File: src/sfc_pkg.sv
// Package for the system flags control block: field positions, reset values, carriers
package sfc_pkg;
   // ****************************************
   // Flag positions
   // ****************************************
   localparam int SFC_FLAGS_W = 64;
   localparam int SFC_BIT_ONE = 1;
   localparam int SFC_TRAP_BIT = 8;
   localparam int SFC_INTEN_BIT = 9;
   localparam int SFC_IO_PRIVILEGE_FIELD_LO = 12;
   localparam int SFC_IO_PRIVILEGE_FIELD_HI = 13;
   localparam int SFC_NEST_BIT = 14;
   localparam int SFC_RESUME_BIT = 16;
   localparam int SFC_V86_BIT = 17;
   localparam int SFC_ALIGN_BIT = 18;
   localparam int SFC_VINT_BIT = 19;
   localparam int SFC_VPEND_BIT = 20;
   localparam int SFC_IDCAP_BIT = 21;
   // Bits this block owns, and the arithmetic status bits it passes through
   localparam logic [63:0] SFC_SYS_MASK = 64'h0000_0000_003F_7300;
   localparam logic [63:0] SFC_ARITH_MASK = 64'h0000_0000_0000_0CD5;
   localparam logic [63:0] SFC_RESET_VAL = 64'h0000_0000_0000_0002;
   localparam logic [1:0] SFC_USER_PL = 2'h3;

   // ****************************************
   // Carriers
   // ****************************************
   typedef struct packed {
      logic start;         // Instruction begins
      logic retire;        // Instruction completed successfully
      logic isIret;        // Retiring instruction is an interrupt return
      logic isPopf;        // Retiring instruction is a pop-flags
      logic isFlagWrite;   // Other software write of the flags image
      logic isGateJump;    // Jump, call or soft interrupt through a task gate
      logic isCli;         // Clear-interrupt instruction
      logic isSti;         // Set-interrupt instruction
      logic isIo;          // I/O space instruction
      logic memAccess;     // Memory operand access
      logic unaligned;     // That access is unaligned
      logic [63:0] wrData; // Flags image loaded by the write
   } sfc_instr_t;

   typedef struct packed {
      logic taken;         // Exception or interrupt is being taken
      logic isBreakpoint;  // Debug exception from an instruction breakpoint
      logic isStringIntr;  // String instruction interrupted
      logic viaTaskGate;   // Delivery is a task switch through a gate
      logic [63:0] taskFlags; // Flags loaded by any task switch
      logic taskSwitch;    // A task switch loads new flags
   } sfc_event_t;

   typedef struct packed {
      logic [1:0] privLevel;
      logic v86ExtEn;
      logic pviEn;
      logic alignMaskEn;
      logic longMode;
   } sfc_ctrl_t;

   typedef struct packed {
      logic debugExc;
      logic gpExc;
      logic alignExc;
      logic takeMaskable;
      logic nestedReturn;
      logic breakSuppress;
   } sfc_fault_t;
endpackage : sfc_pkg

File: src/sfc_priv_check.sv
// Privilege decisions for I/O access and interrupt-enable updates
`timescale 1ns/10ps
module sfc_priv_check
   import sfc_pkg::*;
(
   input wire logic [1:0] privLevel,
   input wire logic [1:0] ioPrivField,
   input wire logic v86Mode,
   input wire logic v86ExtEn,
   input wire logic pviEn,
   input wire logic longMode,
   output logic ioAllowed,
   output logic ifWritable,
   output logic virtualActive
);
   always_comb begin
      ioAllowed = (privLevel <= ioPrivField);
      // Virtual flags only when extensions are on and field below 3
      virtualActive = ((v86Mode ? v86ExtEn : pviEn) && !longMode
                       || longMode && pviEn)
                      && (ioPrivField < SFC_USER_PL);
      ifWritable = v86Mode ? (ioPrivField == SFC_USER_PL)
                           : (privLevel <= ioPrivField);
   end
endmodule : sfc_priv_check

File: src/sfc_stack_image.sv
// Flags image pushed to the interrupt stack on exception entry
`timescale 1ns/10ps
module sfc_stack_image
   import sfc_pkg::*;
(
   input wire logic [63:0] flags,
   input wire logic isBreakpoint,
   output logic [63:0] image
);
   always_comb begin
      image = flags;
      image[SFC_RESUME_BIT] = !isBreakpoint;
   end
endmodule : sfc_stack_image

File: src/sfc_system_flags.sv
// System flags register with trap, interrupt, privilege and resume control
`timescale 1ns/10ps
// Summary of operation
// - Trap flag at start gives debug after instruction
// - Any exception or interrupt clears trap flag
// - Interrupt enable gates maskable interrupts only
// - NMI, soft interrupts, exceptions ignore enable
// - Enable writability from privilege, field, extensions
// - I/O needs privilege at most field
// - Task gate call or event sets nested flag
// - Legacy return with nested flag switches task
// - Resume flag suppresses instruction breakpoints
// - Resume cleared after next successful instruction other than a gate jump
// - Stacked image resume one, breakpoint zero
// - Mode flag changes only by switch/return
// - Unaligned user access with checks faults
// - Virtual flag replaces enable when active
// - Long mode virtual flags need PROTECTED_VIRTUAL_INTERRUPTS enable
// - Enabling with pending flag in virtual-8086 mode raises protection fault
// - Identification bit is software writable
// - Reserved read zero, bit one reads one
module sfc_system_flags
   import sfc_pkg::*;
(
   input wire logic ref_clk,
   input wire logic reset,
   input wire sfc_instr_t instr,
   input wire sfc_event_t evt,
   input wire sfc_ctrl_t ctrl,
   input wire logic maskableReq,
   input wire logic nonMaskableReq,
   output logic [63:0] processorFlags,
   output logic [63:0] stackImage,
   output sfc_fault_t fault
);
   // ****************************************
   // State
   // ****************************************
   typedef struct packed {
      logic [63:0] flags;
      logic trapArmed;
      sfc_fault_t fault;
   } sfc_state_t;

   sfc_state_t state_q;
   sfc_state_t state_d;
   logic ioAllowed;
   logic ifWritable;
   logic virtualActive;
   logic [63:0] pushImage;

   function automatic logic [63:0] sfc_clean(input logic [63:0] v);
      sfc_clean = (v & (SFC_SYS_MASK | SFC_ARITH_MASK)) | SFC_RESET_VAL;
   endfunction : sfc_clean

   sfc_priv_check privCheck (
      .privLevel(ctrl.privLevel),
      .ioPrivField(state_q.flags[SFC_IO_PRIVILEGE_FIELD_HI:SFC_IO_PRIVILEGE_FIELD_LO]),
      .v86Mode(state_q.flags[SFC_V86_BIT]),
      .v86ExtEn(ctrl.v86ExtEn),
      .pviEn(ctrl.pviEn),
      .longMode(ctrl.longMode),
      .ioAllowed(ioAllowed),
      .ifWritable(ifWritable),
      .virtualActive(virtualActive)
   );

   sfc_stack_image stackImg (
      .flags(state_q.flags),
      .isBreakpoint(evt.isBreakpoint),
      .image(pushImage)
   );

   // ****************************************
   // Next state
   // ****************************************
   always_comb begin
      logic [63:0] w;
      logic [63:0] keep;
      w = '0;
      keep = '0;
      state_d = state_q;
      state_d.fault = '0;
      // Trap armed at instruction start, fires on completion
      if (instr.start) begin
         state_d.trapArmed = state_q.flags[SFC_TRAP_BIT];
      end
      if (instr.retire && state_q.trapArmed) begin
         state_d.fault.debugExc = 1'b1;
         state_d.trapArmed = 1'b0;
      end
      if (instr.retire) begin
         // A gate jump keeps resume so the instruction after it still restarts
         if (!instr.isGateJump) begin
            state_d.flags[SFC_RESUME_BIT] = 1'b0;
         end
         if (instr.isIo && !ioAllowed) begin
            state_d.fault.gpExc = 1'b1;
         end
         if (instr.memAccess && instr.unaligned && state_q.flags[SFC_ALIGN_BIT]
             && ctrl.alignMaskEn && ctrl.privLevel == SFC_USER_PL) begin
            state_d.fault.alignExc = 1'b1;
         end
         if (instr.isSti && virtualActive && state_q.flags[SFC_VPEND_BIT]
             && state_q.flags[SFC_V86_BIT]) begin
            state_d.fault.gpExc = 1'b1;
         end else if ((instr.isSti || instr.isCli) && virtualActive) begin
            state_d.flags[SFC_VINT_BIT] = instr.isSti;
         end else if ((instr.isSti || instr.isCli) && ifWritable) begin
            state_d.flags[SFC_INTEN_BIT] = instr.isSti;
         end else if (instr.isSti || instr.isCli) begin
            state_d.fault.gpExc = 1'b1;
         end
         if (instr.isIret && !ctrl.longMode && state_q.flags[SFC_NEST_BIT]) begin
            state_d.fault.nestedReturn = 1'b1;
         end else if (instr.isIret || instr.isPopf || instr.isFlagWrite) begin
            w = sfc_clean(instr.wrData);
            keep = '0;
            keep[SFC_V86_BIT] = !instr.isIret;
            if (!ifWritable) begin
               keep[SFC_INTEN_BIT] = 1'b1;
            end
            if (!(ctrl.privLevel == 2'h0)) begin
               keep[SFC_IO_PRIVILEGE_FIELD_HI] = 1'b1;
               keep[SFC_IO_PRIVILEGE_FIELD_LO] = 1'b1;
            end
            // Identification bit stays writable
            // A return that sets resume lands after the clear above
            state_d.flags = (w & ~keep) | (state_q.flags & keep);
         end
      end
      if (evt.taskSwitch) begin
         state_d.flags = sfc_clean(evt.taskFlags);
      end
      // Exception or interrupt entry
      if (evt.taken) begin
         state_d.flags[SFC_TRAP_BIT] = 1'b0;
         state_d.trapArmed = 1'b0;
         if (evt.viaTaskGate) begin
            state_d.flags[SFC_NEST_BIT] = 1'b1;
         end
      end
      if (instr.retire && instr.isGateJump && evt.viaTaskGate) begin
         state_d.flags[SFC_NEST_BIT] = 1'b1;
      end
      state_d.fault.takeMaskable = maskableReq && state_q.flags[SFC_INTEN_BIT];
      state_d.fault.breakSuppress = state_q.flags[SFC_RESUME_BIT];
   end

   always_ff @(posedge ref_clk or posedge reset) begin
      if (reset) begin
         state_q <= '{flags: SFC_RESET_VAL, default: '0};
      end else begin
         state_q <= state_d;
      end
   end

   // ****************************************
   // Outputs
   // ****************************************
   // A non-maskable request suppresses takeMaskable at the output
   assign processorFlags = state_q.flags;
   assign stackImage = pushImage;
   always_comb begin
      fault = state_q.fault;
      fault.takeMaskable = state_q.fault.takeMaskable && !nonMaskableReq;
   end
endmodule : sfc_system_flags

File: config.mk
export PLATFORM = sky130hd
export DESIGN_NAME = sfc_system_flags
export DESIGN_NICKNAME = d
export VERILOG_FILES = /design/src/sfc_pkg.sv /design/src/sfc_priv_check.sv /design/src/sfc_stack_image.sv /design/src/sfc_system_flags.sv
export SDC_FILE = /design/constraint.sdc
export NUM_CORES = 1
export LEC_CHECK = 0
export ABC_AREA = 1
export BUFFER_PORTS_ARGS = -buffer_cell sky130_fd_sc_hd__buf_2
export CAP_MARGIN = 40
export CORE_AREA = 2 2 112 114
export CTS_CLUSTER_DIAMETER = 50
export DETAILED_ROUTE_END_ITERATION = 8
export DIE_AREA = 0 0 114 116
export GPL_ROUTABILITY_DRIVEN = 0
export PLACE_DENSITY = 0.5
export SLEW_MARGIN = 20
export SYNTH_ARGS = -nofsm -noshare
export SYNTH_HDL_FRONTEND = slang
export SYNTH_HIERARCHICAL = 1
export SYNTH_SLANG_ARGS = --single-unit
File: constraint.sdc
create_clock -name ref_clk -period 1.8 [get_ports ref_clk]
set_input_delay 0.09 -clock ref_clk [delete_from_list [all_inputs] [get_ports ref_clk]]
set_output_delay 0.09 -clock ref_clk [all_outputs]
set_load 0.03 [all_outputs]
==> results.cfg, run 1 <==
[sta]
period_share = 0.893
hold_viol_final = 0
tns_ps = 0
setup_viol = 0
slew_viol_final = 0
max_freq_mhz = 622
fin_crit_ps = 1610
rsz0062_at_grt = false
fin_skew_ps = 4.20

[setup_path]
cp_common_cell = nand2_1
r2r_cells = 11
crit_arrival_ps = 1760
critPathMaxFanout = 7
worstPathRequired_ps = 1960
crit_chain = inv_2, nor2_2, o21ai_1, nor2_2, nand2_1, nor2_1, nand2_1, nand3_1, nand2_1, nand2_1, nand2_1
crit_buf_inv = 1
start_kind = register
cp-end-kind = register
path_delay_family = simple AND/OR/NAND/NOR gates
critical_path_class = reg -> reg
crit_slowest_cell = dfrtp_1
cp.depth = 11
max_stage_delay_ps = 490

[cts]
numCtsBuffers = 3
h-tree-depth = 1
path_clk_slew_ps = 80
clock_latency_ps = 270
cts_root_buf = clkbuf_16
cts_buffer_depth = 2
cts_tree = yes
cts_sinks = 26
postCtsSetupBuffers = 0

[yosys]
post_synth.cell_area_avg_um2 = 7.39
syn_inst = 334
yosysWarnings = 6
ys_seq_elements = 26
ys_seq_area_frac = 0.264
ys_types = 29
syn_area_um2 = 2470

[global_routing]
grt_pass1_vias = 1645
antenna_found_initial = 0
grt_max_degree = 27
grt_overflow_total = 0
grt_pass1_wl_um = 9160
grt_usage = 0.0918

[final_layout]
fin_nets = 556
fin_cells = 546
diodes = 0
syn_to_final_growth_pct = 6.74
drive_above_1_share = 0.316

[route]
vias = 1973
wirelength_um = 6440
avgViaCountPerCell = 3.61
drt_iter0_markers = 132
ant_nets = 0
post-route-drc-count = 0
wl_per_cell_um = 11.8
firstDrtPassIters = 4

[min_path]
hold_path_class = in -> reg
min_path_cells = 3

[flow_run]
maxCapViolCount = 0

[floorplan]
die-area_um2 = 13200
core_area_um2 = 11900
die_w_um = 114
die_h_um = 116
start_util = 0.207
num_rows = 40
ios = 288

[placed_design]
dpl.cell_count = 541
io_buffers = 104
dp_hpwl_um = 5040

[run_status]
outcome = complete, no violations

[pwr]
power_leakage_nw = 1.59
power_density_nw_per_um2 = 863
ir_drop_uv = 450
==> worst min-delay path: stages <==
cell and delay, ps:
buf_2 80, nand2_1 40, inv_1 40
==> state kept, by name, indices dropped and copies added, names as in the netlist <==
| signal | cells |
|---|---|
| fault | 5 |
| processorFlags | 19 |
| state_q | 2 |
==> per-stage QoR <==
stage	setup slack [ps]	hold WS [ps]	power (mW)	instance area, um^2	utilization
floorplan	294	129	1.63	2800	-
global placement	166	185	1.59	2510	0.211
detailed placement	125	190	1.60	2510	0.211
CTS	106	1.31	2.33	2630	0.221
global route	5.77	20.8	2.41	2640	0.221
finish	192	11.6	2.27	2640	0.221
==> layout make-up <==
type | count | area, um^2
Multi-Input combinational cell | 229 | 1020
Inverter | 31 | 116
Timing Repair Buffer | 109 | 561
Fill cell | 1348 | 9280
Clock buffer | 3 | 75.1
Tap cell | 147 | 184
Clock inverter | 1 | 30.0
Sequential cell | 26 | 653
==> cells by family after synthesis <==
family                     synth area share
buffers and inverters                 0.462
and+or+nand+nor                       0.224
AOI/OAI and AO/OA                    0.0304
adders and majority gates            0.0101
other                               0.00152
muxes                               0.00862
DFF                                   0.264
==> layout by cell type (no fill, tap or decap), drive strengths merged <==
cell / netlist / routed
a22oi: 3 / 3
conb: 1 / 90
inv: 31 / 31
or2: 2 / 2
dlygate4sd3: 0 / 1
nand3b: 3 / 3
mux2: 1 / 1
buf: 136 / 108
ha: 2 / 2
nor4: 1 / 1
nor3: 2 / 2
o31ai: 1 / 1
dfrtp: 25 / 25
bufinv: 0 / 1
nand4: 3 / 3
mux2i: 1 / 1
nand2: 61 / 61
clkbuf: 1 / 3
a21oi: 1 / 1
nor2: 16 / 16
nand3: 34 / 34
o21ai: 8 / 8
dfstp: 1 / 1
==> final timing paths <==
path                                    start                  to  slack, ps
setup / recovery           processorFlags[17]  processorFlags[19]        190
hold / removal                    maskableReq          state_q[2]         10
setup reg to reg           processorFlags[17]  processorFlags[19]        190
hold reg to reg            processorFlags[16]            fault[0]        440
max in group asynchronous               reset   processorFlags[1]       1040
min in group asynchronous               reset  processorFlags[14]        440
==> synth_stat cells <==
master    count  area, um^2
a21oi_1       1        5.00
o31ai_1       1        7.51
buf_6         1        11.3
nand2_1      60         225
o21ai_1       1        5.00
dfrtp_1      25         626
conb_1        1        3.75
nor2_1       14        52.6
a22oi_1       3        22.5
o21ai_0       7        35.0
nor2_4        1        11.3
ha_1          2        25.0
nor3_1        2        10.0
nand3_2       2        20.0
nor4_1        1        6.26
nand3b_1      3        22.5
or2_1         2        12.5
clkbuf_1      1        3.75
buf_2         2        10.0
nand4_1       3        18.8
mux2i_1       1        10.0
mux2_2        1        11.3
nand2_2       1        6.26
inv_2         4        15.0
nor2_2        1        6.26
inv_1        27         101
nand3_1      32         160
buf_4       133         998
dfstp_2       1        26.3
==> per-layer routing <==
metal	track usage	vias up	part of all wire
li1	-	951	-
met1	0.109	872	0.41
met2	0.168	146	0.48
met3	0.0241	4	0.11
met4	0.0171	0	0.0079
met5	0	-	0
==> where the power goes <==
| group | leakage, nW | internal (mW) | switching (mW) |
|---|---|---|---|
| logic | 1.22 | 0.206 | 0.679 |
| registers | 0.318 | 0.641 | 0.0587 |
| clock network | 0.0511 | 0.444 | 0.246 |
==> what timing repair did <==
action	in CTS	in global routing
resized for setup	0	3
endpoints found under the hold margin	25	0
endpoints found under the setup margin	0	2
hold buffers	1	0
Power figures use the tool's default switching activity.
==> run 2: changes to the inputs <==
HOLD_SLACK_MARGIN = 0.03   (was default)
==> results.cfg, run 2 (synthesis results as in run 1) <==
[route]
vias = 2025
firstDrtPassIters = 4
post-route-drc-count = 0
ant_nets = 0
avgViaCountPerCell = 3.62
wl_per_cell_um = 11.8
wirelength_um = 6620
drt_iter0_markers = 135

[final_layout]
most-common-layout-cells = buf_2, conb_1, nand2_1, nand3_1, inv_1
syn_to_final_growth_pct = 12.4
drive_above_1_share = 0.305
largest_reg_flops = 19
final_area_um2 = 2780
diodes = 0
fin_cells = 560
fin_nets = 570
n_fill_cell = 1335
final_common_cell = buf_2

[floorplan]
core_area_um2 = 11900
die-area_um2 = 13200
ios = 288
start_util = 0.207
num_rows = 40
die_w_um = 114
die_h_um = 116

[run_status]
outcome = complete, no violations

[pwr]
power.internal_mw = 1.31
sequentialPowerShare = 0.304
power_density_nw_per_um2 = 828
p_total_mw = 2.30
ir_drop_uv = 449
swShare = 0.430
switching_power_mw = 0.988
pwr-share-comb = 0.395
power.share.clock = 0.300
power_leakage_nw = 1.64

[cts]
cts_root_buf = clkbuf_16
cts_tree = yes
cts_sinks = 26
path_clk_slew_ps = 80
cts_buffer_depth = 2
h-tree-depth = 1
clock_latency_ps = 270
numCtsBuffers = 3

[placed_design]
place_area_um2 = 2510
dp_hpwl_um = 5040
dpl.cell_count = 541
io_buffers = 104

[sta]
slew_viol_final = 0
hold_viol_final = 0
fin_skew_ps = 4.50
setup_viol = 0
tns_ps = 0
rsz0062_at_grt = false
fin_crit_ps = 1610
max_freq_mhz = 622
period_share = 0.893

[global_routing]
antenna_found_initial = 0
grt_usage = 0.0943
grt_pass1_wl_um = 9470
grt_pass1_vias = 1741
grt_max_degree = 27
grt_overflow_total = 0

[setup_path]
start_kind = register
critical_path_class = reg -> reg
worstPathRequired_ps = 1960
cp-end-kind = register
crit_arrival_ps = 1760
critPathMaxFanout = 7

[flow_run]
maxCapViolCount = 0

[min_path]
hold_path_class = in -> reg
-- run 2: stage by stage --
stage | setup WS [ps] | utilization | hold slack, ps
after detailed placement | 125 | 0.211 | 190
final | 192 | 0.233 | 36.7
after global routing | 6.21 | 0.233 | 44.7
after global placement | 166 | 0.211 | 185
after floorplan | 294 | - | 129
after CTS | 106 | 0.232 | 30.2
-- run 2: worst paths after layout --
| kind | startpoint | end | slack, ps | cells past startpoint |
|---|---|---|---|---|
| min in group asynchronous | reset | processorFlags[14] | 450 | 4 |
| max in group asynchronous | reset | processorFlags[1] | 1030 | 4 |
| worst max-delay path | processorFlags[17] | processorFlags[19] | 190 | 11 |
| worst min register to register | processorFlags[16] | fault[0] | 440 | 0 |
| worst min-delay path | evt[1] | processorFlags[0] | 40 | 3 |
| worst max register to register | processorFlags[17] | processorFlags[19] | 190 | 11 |
-- run 2: worst max-delay path, cell delays in order (launching register included) --
cell	delay, ps
dfrtp_1	490
inv_2	80
nor2_2	90
o21ai_1	70
nor2_2	190
nand2_1	90
nor2_1	170
nand2_1	70
nand3_1	90
nand2_1	50
nand2_1	60
nand2_1	50
-- run 2: cell type report --
class | count | area [um^2] | share of cell area
Tap cell | 147 | 184 | 0.0663
Clock inverter | 1 | 30.0 | 0.0108
Clock buffer | 3 | 75.1 | 0.0271
Sequential cell | 26 | 653 | 0.235
Inverter | 31 | 116 | 0.0419
Multi-Input combinational cell | 229 | 1020 | 0.366
Timing Repair Buffer | 123 | 701 | 0.252
-- run 2: timing repair --
action | CTS | global route
endpoints found under the hold margin | 35 | 0
resized for setup | 0 | 3
endpoints found under the setup margin | 0 | 2
hold buffers | 15 | 0
setup buffers | 0 | 0
-- run 2: power by group through the flow --
stage / clock (mW) / sequential, mW / combinational [mW]
finish: 0.690 / 0.699 / 0.909
global route: 0.737 / 0.710 / 0.990
CTS: 0.736 / 0.701 / 0.912
detailed placement: 0 / 0.712 / 0.886
global placement: 0 / 0.711 / 0.880
floorplan: 0 / 0.692 / 0.939
-- run 2: metal layers --
layer	up-vias	global-route usage	share of wire
met4	0	0.0171	0.0077
li1	978	-	-
met5	-	0	0
met3	4	0.0241	0.10
met1	898	0.112	0.41
met2	145	0.173	0.48
==> run 3: changes to the inputs <==
BUFFER_PORTS_ARGS = -buffer_cell sky130_fd_sc_hd__buf_4   (was -buffer_cell sky130_fd_sc_hd__buf_2)
CORE_AREA = 2 2 111 113   (was 2 2 112 114)
DIE_AREA = 0 0 113 115   (was 0 0 114 116)
PLACE_DENSITY = 0.51   (was 0.5)
==> results.cfg, run 3 (synthesis results as in run 1) <==
[run_status]
outcome = complete, but fails checks
violations = DRC

[sta]
period_share = 0.883
worst_slack_ps = 211
hold_viol_final = 0
fin_skew_ps = 1.96
setup_viol = 0
tns_ps = 0
slew_viol_final = 0
max_freq_mhz = 629
fin_crit_ps = 1590
rsz0062_at_grt = false

[final_layout]
n_fill_cell = 1332
drive_above_1_share = 0.310
most-common-layout-cells = buf_4, conb_1, nand2_1, nand3_1, inv_1
multiInputGateArea_um2 = 1010
diodes = 0
fin_cells = 550
final_common_cell = buf_4
fin_nets = 560
syn_to_final_growth_pct = 17.8
fin_util = 0.246
seq_area_um2 = 652
largest_reg_flops = 19

[placed_design]
dpl.cell_count = 543
io_buffers = 104
dp_hpwl_um = 4920
pre_cts_ws_ps = 204

[global_routing]
antenna_found_initial = 0
grt_usage = 0.0863
grt_overflow_total = 0
grt_pass1_vias = 1718
grt_pass1_wl_um = 8890
grt_max_degree = 27

[floorplan]
num_rows = 40
start_util = 0.209
die_h_um = 115
core_area_um2 = 11800
die_w_um = 113
ios = 288
die-area_um2 = 13000

[cts]
cts_buffer_depth = 2
cts_tree = yes
cts_sinks = 26
h-tree-depth = 1
cts_root_buf = clkbuf_16
clock_latency_ps = 260
numCtsBuffers = 3
ctsResizeCount = 0
path_clk_slew_ps = 70

[route]
post-route-drc-count = 13
wl_per_cell_um = 11.1
drt_iter0_markers = 58
firstDrtPassIters = 6
wirelength_um = 6100
ant_nets = 0
avgViaCountPerCell = 3.57
vias = 1965

[setup_path]
critPathMaxFanout = 5
r2r_cells = 12
r2r_slack_ps = 210
crit_start = processorFlags[13]
reg2reg_from = processorFlags[13]
crit_arrival_ps = 1740
critical_path_class = reg -> reg
rr_endpoint = processorFlags[9]
worstPathRequired_ps = 1950
start_kind = register
cp-end-kind = register

[pwr]
power_leakage_nw = 1.68
ir_drop_uv = 306
p_total_mw = 2.23
power_density_nw_per_um2 = 768

[flow_run]
maxCapViolCount = 0

[min_path]
hold_path_class = in -> reg
min_path_cells = 3
holdPathEnd = processorFlags[6]
hp-start = evt[7]
## run 3: cell count changes in the layout (fill, tap and decap cells not counted), sizes merged
cell and delta:
bufinv -1, clkbuf +1, buf +2, dlygate4sd3 -12
## run 3: repair_timing
item / in CTS / in global routing
setup buffers: 0 / 0
hold buffers: 3 / 0
endpoints found under the hold margin: 27 / 0
## run 3: worst max-delay path by stage
stage	end	slack, ps	cells past startpoint
global placement	processorFlags[9]	250	14
global route	processorFlags[9]	30	14
CTS	processorFlags[9]	190	14
floorplan	processorFlags[9]	290	12
finish	processorFlags[9]	210	12
detailed placement	processorFlags[9]	200	14
## run 3: metrics by stage
stage	hold WS, ps	instance area [um^2]
global placement	200	2790
CTS	38.7	2910
floorplan	129	2800
global route	52.7	2910
detailed placement	192	2790
finish	42.0	2910
## run 3: per-layer routing
layer / wire (um) / global-route usage
met1: 2490 / 0.111
met2: 2880 / 0.149
met3: 684 / 0.0185
met4: 44 / 0.0203
met5: 0 / 0
## run 3: layout make-up
type                            instances  area share
Tap cell                              147      0.0633
Clock buffer                            4      0.0306
Sequential cell                        26       0.224
Multi-Input combinational cell        229       0.348
Timing Repair Buffer                  113       0.294
Inverter                               31      0.0400
## run 3: critical path: stages (launching register included)
cell	delay, ps
dfrtp_1	350
inv_1	50
ha_1	280
nand2_1	70
nand2_1	40
nand2_1	70
nand2_1	50
nand2_1	140
nand2_1	70
o21ai_0	140
nand3_1	80
nand2_1	70
nand2_1	50
## run 3: report_power, final
group / switching (mW) / internal (mW) / total, mW
Combinational: 0.685 / 0.306 / 0.991
Clock: 0.209 / 0.340 / 0.550
Sequential: 0.0511 / 0.640 / 0.692
Total: 0.945 / 1.29 / 2.23
